--- config.mk ---
export PLATFORM = sky130hd
export DESIGN_NAME = adi_irq_wake_mux
export DESIGN_NICKNAME = d
export VERILOG_FILES = /design/src/adi_pkg.sv /design/src/adi_irq_wake_mux.sv
export SDC_FILE = /design/constraint.sdc
export NUM_CORES = 1
export LEC_CHECK = 0
export BUFFER_PORTS_ARGS = -buffer_cell sky130_fd_sc_hd__buf_4
export CAP_MARGIN = 10
export CORE_MARGIN = 2
export CORE_UTILIZATION = 51
export DETAILED_ROUTE_END_ITERATION = 8
export PLACE_DENSITY_LB_ADDON = 0.1
export SETUP_SLACK_MARGIN = 0.02
export SYNTH_ARGS = -nofsm -noshare
export SYNTH_HDL_FRONTEND = slang
export SYNTH_SLANG_ARGS = --single-unit
--- constraint.sdc ---
create_clock -name ref_clk -period 2.6 [get_ports ref_clk]
set_clock_uncertainty 0.1 [all_clocks]
set_input_delay 0.52 -clock ref_clk [delete_from_list [all_inputs] [get_ports ref_clk]]
set_output_delay 0.52 -clock ref_clk [all_outputs]
set_load 0.01 [all_outputs]
--- src/adi_pkg.sv ---
// adi_pkg: constants and types of the analog-die event, wake and mux block
// assumes one clock domain; register offsets are byte offsets of the die's register port
package adi_pkg;

    // ------------------------------------------------------------
    // register offsets
    // ------------------------------------------------------------
    localparam logic [7:0] OFS_HWSTAT = 8'h07;  // hall / wake input status and control
    localparam logic [7:0] OFS_MUXCTL = 8'h08;  // analog select and current source
    localparam logic [7:0] OFS_IMR    = 8'h09;  // interrupt mask
    localparam logic [7:0] OFS_IFR    = 8'h0a;  // interrupt flags
    localparam logic [7:0] OFS_RSTAT  = 8'h0d;  // reset status

    // ------------------------------------------------------------
    // field positions
    // ------------------------------------------------------------
    localparam int B_PSF  = 0;  // power stage fail
    localparam int B_HV   = 1;  // supply high
    localparam int B_LV   = 2;  // supply low
    localparam int B_HT   = 3;  // over temperature
    localparam int B_BUS  = 5;  // bus wake
    localparam int B_HALL = 6;  // hall input event
    localparam int B_WAKE = 7;  // wake input event
    localparam int B_HST  = 0;  // hall input state (status byte)
    localparam int B_HOC  = 1;  // hall over-current (status byte)
    localparam int B_WST  = 2;  // wake input state (status byte)
    localparam int B_RBUS = 1;  // bus wake reset bit (reset status)
    localparam int B_RWAK = 0;  // wake input reset bit (reset status)
    localparam int B_CSEN = 7;  // current source enable (MUXCTL)
    localparam int B_LVLH = 6;  // current level msb
    localparam int B_LVLL = 5;  // current level lsb
    localparam int B_GAIN = 4;  // half-bridge sense gain
    localparam int B_SSH  = 3;  // source select msb

    // ------------------------------------------------------------
    // reset values and codes
    // ------------------------------------------------------------
    localparam logic [7:0] RST_BYTE  = 8'h00;
    localparam logic [7:0] IRQ_MASK  = 8'hef;  // flag bits that exist in IFR
    localparam logic [3:0] SS_A0     = 4'h8;   // source select: analog input
    localparam logic [3:0] SS_CAL    = 4'h9;   // source select: calibration input
    // current level codes: 40, 120, 320, 800 microamp
    localparam logic [1:0] LVL_40    = 2'h0;

    // ------------------------------------------------------------
    // timing
    // ------------------------------------------------------------
    localparam int CLK_NS        = 25;
    localparam int MIN_WAKE_NS   = 70000;  // min wake pulse time
    localparam int MIN_WAKE_CYC  = (MIN_WAKE_NS + CLK_NS - 1) / CLK_NS;
    localparam logic [11:0] WAKE_CNT = 12'(MIN_WAKE_CYC);

    // ------------------------------------------------------------
    // types
    // ------------------------------------------------------------
    typedef enum logic [1:0] {MODE_RUN, MODE_STOP, MODE_SLEEP} adi_mode_type;
    typedef enum logic [1:0] {HALL_GP, HALL_2PIN, HALL_3PIN} adi_hall_type;

    typedef struct packed {
        logic supplyHigh;  // supply-high comparator
        logic supplyLow;   // supply-low comparator
        logic overTemp;    // temperature above threshold
        logic stageFail;   // any power stage error
        logic hallIn;      // hall input state
        logic hallOc;      // hall input over-current
        logic wakeIn;      // wake input level
        logic busIn;       // bus level, 1 recessive
    } adi_pins_type;

    typedef struct packed {
        logic       wr;    // write strobe
        logic       rd;    // read strobe
        logic [7:0] addr;  // register offset
        logic [7:0] data;  // write data
    } adi_req_type;

endpackage : adi_pkg
--- src/adi_irq_wake_mux.sv ---
// adi_irq_wake_mux: event flags, interrupt pulse, low-power wake detection,
// bus receive indication and analog source / current source control
// assumes pin inputs are asynchronous, register port and mode come from ref_clk logic
`timescale 1ns/1ps
`default_nettype none

module adi_irq_wake_mux
(
    // clock and reset
    input  wire logic                  ref_clk,
    input  wire logic                  arst_n,
    // register port
    input  wire adi_pkg::adi_req_type  req,
    output var  logic [7:0]            rdData,
    // device state
    input  wire adi_pkg::adi_mode_type mode,
    input  wire adi_pkg::adi_hall_type hallMode,
    input  wire logic                  power_stage_on_bit,
    // analog pins and comparators
    input  wire adi_pkg::adi_pins_type pins,
    // to the host
    output var  logic                  irqPulse,
    output var  logic                  busRxd,
    output var  logic                  wakeStop,
    output var  logic                  wakeReset,
    // bus physical layer
    output var  logic                  busTxEnable,
    output var  logic                  busPullupOn,
    // analog controls
    output var  logic                  currentSourceOn,
    output var  logic [1:0]            currentLevel,
    output var  logic                  senseGainLow,
    output var  logic [3:0]            sourceSelect
);
    import adi_pkg::*;

    // ------------------------------------------------------------
    // declarations
    // ------------------------------------------------------------
    adi_pins_type pinMeta;
    adi_pins_type pinSync;
    adi_pins_type pinPrev;
    logic [7:0]   imr;
    logic [7:0]   ifr;
    logic [7:0]   muxCtl;
    logic [1:0]   reset_status_register;
    logic         hallOcFlag;
    logic         wakeLatched;
    logic         lowPrev;
    logic [11:0]  domCnt;
    logic         isRun;
    logic         isStop;
    logic         isSleep;
    logic         longDom;
    logic         busRise;
    logic [7:0]   setVec;
    logic [7:0]   clrVec;
    logic [7:0]   next_ifr;
    logic         wakeChange;

    assign isRun   = (mode == MODE_RUN);
    assign isStop  = (mode == MODE_STOP);
    assign isSleep = (mode == MODE_SLEEP);

    // ------------------------------------------------------------
    // pin synchronisers and edge history
    // ------------------------------------------------------------
    // two flops before any logic looks at a pin
    // reset to idle levels, bus recessive, so no false bus edge follows reset
    always_ff @(posedge ref_clk or negedge arst_n)
    begin
        if (!arst_n)
        begin
            pinMeta <= '{busIn: 1'b1, default: 1'b0};
            pinSync <= '{busIn: 1'b1, default: 1'b0};
            pinPrev <= '{busIn: 1'b1, default: 1'b0};
        end
        else
        begin
            pinMeta <= pins;
            pinSync <= pinMeta;
            pinPrev <= pinSync;
        end
    end

    // ------------------------------------------------------------
    // bus dominant timer
    // ------------------------------------------------------------
    // counts dominant cycles, saturating at the wake threshold
    always_ff @(posedge ref_clk or negedge arst_n)
    begin
        if (!arst_n)
            domCnt <= '0;
        else if (pinSync.busIn)
            domCnt <= '0;
        else if (domCnt != WAKE_CNT)
            domCnt <= domCnt + 12'h001;
    end

    assign longDom = (domCnt == WAKE_CNT);
    assign busRise = pinSync.busIn & ~pinPrev.busIn;

    // wake level latch and change detection
    assign wakeChange = ~isRun & lowPrev & (pinSync.wakeIn != wakeLatched);

    // ------------------------------------------------------------
    // event set and clear vectors
    // ------------------------------------------------------------
    always_comb
    begin
        setVec = '0;
        setVec[B_HV]   = isRun & pinSync.supplyHigh & ~pinPrev.supplyHigh;
        setVec[B_LV]   = isRun & pinSync.supplyLow & ~pinPrev.supplyLow;
        setVec[B_HT]   = isRun & pinSync.overTemp & ~pinPrev.overTemp;
        setVec[B_PSF]  = isRun & pinSync.stageFail & ~pinPrev.stageFail;
        setVec[B_BUS]  = isStop & imr[B_BUS] & longDom & busRise;
        setVec[B_HALL] = isRun & (hallMode != HALL_3PIN)
                       & (pinSync.hallIn != pinPrev.hallIn);
        setVec[B_WAKE] = (isRun & (pinSync.wakeIn != pinPrev.wakeIn))
                       | (isStop & wakeChange);
        clrVec = (req.wr && req.addr == OFS_IFR) ? req.data : '0;
        next_ifr = ((ifr & ~clrVec) | setVec) & IRQ_MASK;
    end

    // ------------------------------------------------------------
    // flag register and interrupt pulse
    // ------------------------------------------------------------
    // write 1 clears a flag; a set in the same cycle wins
    always_ff @(posedge ref_clk or negedge arst_n)
    begin
        if (!arst_n)
            ifr <= RST_BYTE;
        else
            ifr <= next_ifr;
    end

    // one pulse per cycle in which any flag whose mask bit is on is newly set
    always_ff @(posedge ref_clk or negedge arst_n)
    begin
        if (!arst_n)
            irqPulse <= 1'b0;
        else
            irqPulse <= |(setVec & ~ifr & imr);
    end

    // ------------------------------------------------------------
    // control registers
    // ------------------------------------------------------------
    // mask register: everything masked after reset
    always_ff @(posedge ref_clk or negedge arst_n)
    begin
        if (!arst_n)
            imr <= RST_BYTE;
        else if (req.wr && req.addr == OFS_IMR)
            imr <= req.data;
    end

    // analog select and current source control
    always_ff @(posedge ref_clk or negedge arst_n)
    begin
        if (!arst_n)
            muxCtl <= RST_BYTE;
        else if (req.wr && req.addr == OFS_MUXCTL)
            muxCtl <= req.data;
    end

    // hall over-current flag: set in 2-pin mode, write 1 clears, set wins
    always_ff @(posedge ref_clk or negedge arst_n)
    begin
        if (!arst_n)
            hallOcFlag <= 1'b0;
        else if (hallMode == HALL_2PIN && pinSync.hallOc)
            hallOcFlag <= 1'b1;
        else if (req.wr && req.addr == OFS_HWSTAT && req.data[B_HOC])
            hallOcFlag <= 1'b0;
    end

    // wake level is stored on the way into a low-power mode
    always_ff @(posedge ref_clk or negedge arst_n)
    begin
        if (!arst_n)
        begin
            lowPrev     <= 1'b0;
            wakeLatched <= 1'b0;
        end
        else
        begin
            lowPrev <= ~isRun;
            // a seen change re-arms the latch, so each wake request is one pulse
            // and a held level does not keep requesting
            if (isRun || wakeChange)
                wakeLatched <= pinSync.wakeIn;
        end
    end

    // reset status: wake sources seen in Sleep
    always_ff @(posedge ref_clk or negedge arst_n)
    begin
        if (!arst_n)
            reset_status_register <= '0;
        else
        begin
            if (isSleep && longDom && busRise)
                reset_status_register[B_RBUS] <= 1'b1;
            else if (req.rd && req.addr == OFS_RSTAT)
                reset_status_register[B_RBUS] <= 1'b0;
            if (isSleep && wakeChange)
                reset_status_register[B_RWAK] <= 1'b1;
            else if (req.rd && req.addr == OFS_RSTAT)
                reset_status_register[B_RWAK] <= 1'b0;
        end
    end

    // ------------------------------------------------------------
    // wake requests
    // ------------------------------------------------------------
    always_ff @(posedge ref_clk or negedge arst_n)
    begin
        if (!arst_n)
        begin
            wakeStop  <= 1'b0;
            wakeReset <= 1'b0;
        end
        else
        begin
            wakeStop  <= setVec[B_BUS] | (isStop & wakeChange & imr[B_WAKE]);
            wakeReset <= isSleep & ((longDom & busRise) | wakeChange);
        end
    end

    // ------------------------------------------------------------
    // bus physical layer and analog outputs
    // ------------------------------------------------------------
    always_ff @(posedge ref_clk or negedge arst_n)
    begin
        if (!arst_n)
        begin
            busRxd          <= 1'b1;
            busTxEnable     <= 1'b0;
            busPullupOn     <= 1'b0;
            currentSourceOn <= 1'b0;
            currentLevel    <= LVL_40;
            senseGainLow    <= 1'b0;
            sourceSelect    <= '0;
        end
        else
        begin
            busRxd          <= pinSync.busIn;
            busTxEnable     <= isRun;
            busPullupOn     <= isRun;
            currentSourceOn <= isRun & power_stage_on_bit & muxCtl[B_CSEN]
                             & (muxCtl[B_SSH:0] == SS_A0 || muxCtl[B_SSH:0] == SS_CAL);
            currentLevel    <= muxCtl[B_LVLH:B_LVLL];
            senseGainLow    <= muxCtl[B_GAIN];
            sourceSelect    <= muxCtl[B_SSH:0];
        end
    end

    // ------------------------------------------------------------
    // read data
    // ------------------------------------------------------------
    always_ff @(posedge ref_clk or negedge arst_n)
    begin
        if (!arst_n)
            rdData <= RST_BYTE;
        else if (req.rd)
        begin
            unique case (req.addr)
                OFS_HWSTAT: rdData <= {5'h00, pinSync.wakeIn, hallOcFlag, pinSync.hallIn};
                OFS_MUXCTL: rdData <= muxCtl;
                OFS_IMR:    rdData <= imr;
                OFS_IFR:    rdData <= ifr;
                OFS_RSTAT:  rdData <= {6'h00, reset_status_register};
                default:    rdData <= RST_BYTE;
            endcase
        end
    end
endmodule : adi_irq_wake_mux

`default_nettype wire

[Word-level counts from Yosys, hierarchy flattened]
Index checks and enable logic that the tools add are counted.
Cells by class
  add/sub/neg operators: 1
  reductions and logical operators: 18
  equality and inequality tests: 16
  bitwise gates (word level): 39
  multiplexer cells: 9
Operator list (number)
  $pmux W8 S5: 1
  $eq A8 B4 Y1 const B: 4
  $and A1 B1 Y1: 24
  $and A8 B8 Y8: 3
  $mux W12: 2
  $not A8 Y8: 2
  $add A12 B1 Y12 const B: 1
  $eq A12 B12 Y1 const B: 1
  $ne A12 B12 Y1 const B: 1
  $logic_and A1 B1 Y1: 10
  $eq A4 B4 Y1 const B: 2
  $eq A8 B3 Y1 const B: 1
  $mux W8: 1
  $or A8 B8 Y8: 1
  $reduce_bool A2 Y1: 4
  $reduce_or A8 Y1: 1
  $not A1 Y1: 6
  $mux W1: 5
  $eq A2 B1 Y1 const B: 2
  $ne A1 B1 Y1: 3
  $or A1 B1 Y1: 3
  $eq A2 B2 Y1 const B: 1
  $logic_not A2 Y1: 1
  $logic_or A1 B1 Y1: 2
  $ne A2 B2 Y1 const B: 1
Word-level totals
  logic and storage cells: 124
  bits of input ports: 33
  output and inout port bits: 22
  flip-flop bits (word level): 83

[Logic depth before layout (Yosys ltp)]
  depth after elaboration: 9
  mapped depth: 6
  gate-level depth less buffers: 6

[Worst setup path before layout]
OpenSTA, ideal clock, no wires.
  kind: input to register
  start point: input req[12] in the netlist's numbering
  end point: register imr[0]
  buffers on the path: 0
  path slack: 352 ps
  arrival: 2023 ps
  data required time: 2375 ps
  setup time: 125 ps
  stages on the path: 3
  path through: or4b_1 > nor4b_4 > mux2_2
On the way
  word-level cells in the longest chain between the ends: 2
RTL lines
  from (decl): RTL line adi_irq_wake_mux.sv:13  | input wire adi_pkg::adi_req_type req,
  $eq A8 B4 Y1: RTL line adi_irq_wake_mux.sv:154  | else if (req.wr && req.addr == OFS_IMR)
  $logic_and A1 B1 Y1: RTL line adi_irq_wake_mux.sv:154
  to (signal assigned): RTL line adi_irq_wake_mux.sv:155  | imr <= req.data;
  to (decl): RTL line adi_irq_wake_mux.sv:43  | logic [7:0] imr;
Every way passes these cells.
A chain may end at the register's enable or synchronous reset.

[Worst setup path in the final report]
  start point: register domCnt[0]
  end point: register irqPulse
On the way
  word-level cells in the longest chain between the ends: 6
RTL lines
  from (decl): RTL line adi_irq_wake_mux.sv:50  | logic [11:0] domCnt;
  from (signal assigned): RTL line adi_irq_wake_mux.sv:97  | domCnt <= domCnt + 12'h001;
  $eq A12 B12 Y1: RTL line adi_irq_wake_mux.sv:100  | assign longDom = (domCnt == WAKE_CNT);
  $and A1 B1 Y1 (2 in series): RTL line adi_irq_wake_mux.sv:116  | setVec[B_BUS] = isStop & imr[B_BUS] & longDom & busRise;
  $and A8 B8 Y8 (2 in series): RTL line adi_irq_wake_mux.sv:143  | irqPulse <= |(setVec & ~ifr & imr);
  $reduce_or A8 Y1: RTL line adi_irq_wake_mux.sv:143
  to (signal assigned): RTL line adi_irq_wake_mux.sv:143
  to (decl): RTL line adi_irq_wake_mux.sv:22  | output var logic irqPulse,
Every way passes these cells.

==> metrics.csv <==
stage;metric;value;unit
grt;grt_pass1_vias;2297;
cells_and_area;syn2layout_area_growth;21.0;%
synthesis;synth.avg_cell_area;12.5;sq um
synthesis;synthesis.area;0.00341;sq mm
synthesis;syn_inst;272;
worst_setup_path;r2r_end;irqPulse$_DFF_PN0_;
worst_setup_path;slowest_stage;dfrtp_1;
clock_network;tritoncts;done;
worst_setup_path;endpoint_kind;flop;
routing;dr_wl_met2;3470;um
routing;drt-initial-drc-count;190;
grt;antenna_found_initial;0;
place;hpwl;5000;um
cells_and_area;finalNetCount;371;
worst_setup_path;crit_chain;inv_1 -> ha_1 -> or4bb_1 -> nor3_2 -> nand4_1 -> o211ai_1;
worst_setup_path;worstSetupPathDepth;6;
sta;hold_violations;0;
flow_run;drv_cap;0;
routing;detail_route.vias_per_cell;5.55;
synthesis;synth-seq-cells;83;
min_path;worstHoldPathType;primary input to asynchronous set/reset pin;
worst_setup_path;crit_end;irqPulse$_DFF_PN0_;
sta;drv_slew;0;
clock_network;root_buffer;clkbuf_8;
pwr;power.density;606;mW/mm^2
routing;dr.pass1.iters;8;
worst_setup_path;worstPathMaxFanout;5;
worst_setup_path;startpoint_type;flop;
cells_and_area;stdcell_count;418;
worst_setup_path;cp_num_buf_inv;1;
die;die_area;0.00735;sq mm
cells_and_area;drive_above_1_share;30.2;%
die;io_pins;55;
clock_network;postCtsSetupBuffers;0;
routing;drt-total-wl;6910;um
synthesis;yosys_warnings;0;
routing;post_drt_wl_per_cell;16.5;um
clock_network;clk_pin_slew;0.09;ns
clock_network;htreeDepth;3;
worst_setup_path;r2r_cells;6;
sta;period_minus_slack;2.01;ns
place;io_buffers;54;
synthesis;synth.distinct_cells;44;
worst_setup_path;cp_top_family;simple AND/OR/NAND/NOR gates;
cells_and_area;n_fill_cell;515;
synthesis;async_flop_share;100;%
sta;rsz0062_at_grt;false;
grt;grt-ovfl-total;0;
routing;drc;6;
clock_network;postCtsHoldBufs;0;
grt;grt_first_pass_wirelength;11400;um
routing;vias;2318;
die;start_util;53.0;%
worst_setup_path;rrSetupSlack;0.59;ns
cells_and_area;num_antenna_cells;0;
sta;setup_viol;0;
sta;tightest_slew;0.625;ns
synthesis;ys_seq_area_share;61.1;%
sta;relSlewSlack;57.7;%
sta;finalSetupTns;0;ns
pwr;leakagePower;1.87;nW
routing;postRouteAntennaNets;0;
worst_setup_path;worstPathRequired;2.77;ns
routing;routed.top_layer;met4;
place;gp_congestion;0.862;
worst_setup_path;max_stage_delay;0.42;ns
die;coreArea;0.00642;sq mm
routing;wl_met3;258;um
die;rows;29;
place;dp_cells;402;
clock_network;numCtsBuffers;9;
die;die_h;85.7;um
synthesis;synth-main-ff-cell;dfrtp_1;
grt;grt_max_degree;53;
clock_network;clk_latency;0.35;ns
worst_setup_path;rr_startpoint;domCnt[0]$_DFFE_PN0P_;
sta;hold_ws;0.0831;ns
routing;wl_met1;3090;um
pwr;ir_drop;456;uV
worst_setup_path;crit_start;domCnt[0]$_DFFE_PN0P_;
outcome;status;finished with violations;
die;dieWidth;85.7;um
sta;fmax;496;MHz
synthesis;syn_nets;307;
clock_network;post_cts_resize_count;0;
clock_network;numClockSinks;83;
sta;fin_crit_sh;77.5;%
worst_setup_path;path_class;flop to flop;
outcome;violations;DRC;
clock_network;cts_buffer_depth;2;
grt;grt_usage;20.6;%
worst_setup_path;arrival;2.18;ns
synthesis;synth_edf_count;0;
layout by cell type (no fill, tap or decap), types with 2 or more instances in the layout:
master and n:
a21bo_2 2, a21o_1 5, a21oi_1 8, a22o_1 4, a22oi_1 2, a32o_1 2, a32oi_1 3, and2_1 2
buf_4 58, clkbuf_8 9, clkinvlp_4 3, dfrtp_1 80, dfstp_2 3, ha_1 2, inv_1 14, inv_6 2
mux2_2 17, mux2i_1 7, nand2_1 15, nand2b_1 3, nand3_1 7, nand3b_1 2, nand4_1 4, nor2_1 17
nor2b_1 8, nor3_1 7, nor4_1 2, nor4_4 2, nor4b_1 5, o211ai_1 3, o21ai_0 10, o2bb2ai_1 5
or3_1 2, or3b_2 2, or4bb_1 2, xnor2_1 8, xor2_1 3
layer usage:
metal / vias up / track usage [%]
met4: 0 / 9.24
met2: 54 / 33.0
li1: 1105 / -
met5: - / 0
met3: 8 / 3.75
met1: 1151 / 27.6
synth_stat cells, drive strengths merged, types with 2 or more instances:
library cell  number  area share [%]
dfrtp             80              59
mux2              17             5.6
nor2              17             1.9
nand2             15             1.7
inv               14             1.5
o21ai             10             1.5
a21oi              8             1.2
nor2b              8             1.5
nor3               8             1.3
xnor2              8             2.1
mux2i              7             2.1
nand3              7             1.0
nor4b              6             2.0
a21o               5             1.1
o2bb2ai            5             1.3
a22o               4             1.0
clkbuf             4            0.44
nand4              4            0.73
nor4               4             1.6
a32oi              3            0.77
dfstp              3             2.3
nand2b             3            0.55
o211ai             3            0.66
xor2               3            0.77
a21bo              2            0.59
a22oi              2            0.44
a32o               2            0.59
and2               2            0.37
buf                2            0.55
ha                 2            0.73
nand3b             2            0.44
or3                2            0.37
or3b               2            0.51
or4bb              2            0.66
state kept, by name (all words and copies together) (netlist names), 2 cells and up:
signal                 flops
rdData                     8
pinSync                    8
sourceSelect               4
currentLevel               2
muxCtl                     8
reset_status_register      2
domCnt                    12
ifr                        7
imr                        8
pinMeta                    8
pinPrev                    6
worst min-delay path by stage:
stage | start | to | slack (ns) | depth (start not counted)
after floorplan | arst_n | busPullupOn$_DFF_PN0_ | 0.12 | 0
after global placement | pinMeta[4]$_DFF_PN0_ | pinSync[4]$_DFF_PN0_ | 0.23 | 0
after detailed placement | pinMeta[7]$_DFF_PN0_ | pinSync[7]$_DFF_PN0_ | 0.23 | 0
after CTS | arst_n | senseGainLow$_DFF_PN0_ | 0.10 | 1
after global routing | arst_n | currentLevel[1]$_DFF_PN0_ | 0.13 | 1
final | arst_n | senseGainLow$_DFF_PN0_ | 0.08 | 1
through the flow:
| stage | cell area (sq um) | util (%) | power [mW] | worst slack [ns] |
|---|---|---|---|---|
| after floorplan | 3410 | - | 1.48 | 0.352 |
| after global placement | 3930 | 61.1 | 1.59 | 0.269 |
| after detailed placement | 3930 | 61.1 | 1.60 | 0.252 |
| after CTS | 4120 | 64.2 | 2.53 | 0.543 |
| after global routing | 4120 | 64.2 | 2.62 | 0.406 |
| final | 4120 | 64.2 | 2.50 | 0.585 |
worst register-to-register path: stages, from the launching register on:
cell and delay, ns:
dfrtp_1 0.42, inv_1 0.10, ha_1 0.14, or4bb_1 0.41, nor3_2 0.37, nand4_1 0.19
o211ai_1 0.21
layout make-up:
type / instances / area [sq um] / area share [%]
sequential: 83 / 2080 / 50.5
tap: 77 / 96.3 / 2.34
clock buffer: 9 / 124 / 3.00
clock inverter: 7 / 75.1 / 1.82
timing repair buffer: 59 / 455 / 11.0
multi-input combinational: 169 / 1240 / 30.1
inverter: 14 / 52.6 / 1.27
logic make-up (layout without fill, tap and decap cells):
group,after synthesis,count (layout),synth area share [%]
AO/OA/AOI/OAI,46,46,9.62
XOR/XNOR,11,11,2.83
adder cells (fa/ha/maj),2,2,0.734
buffers and inverters,20,89,2.53
flip-flops,83,83,61.1
multiplexers,24,24,7.68
AND/OR/NAND/NOR,86,86,15.5
power breakdown:
| part | switching [mW] | leakage, nW | internal (mW) | total [mW] |
|---|---|---|---|---|
| Sequential | 0.0362 | 1.05 | 1.34 | 1.38 |
| Combinational | 0.100 | 0.731 | 0.0903 | 0.190 |
| Clock | 0.484 | 0.0923 | 0.448 | 0.932 |
| Total | 0.620 | 1.87 | 1.88 | 2.50 |
(Power assumes the default switching activity.)
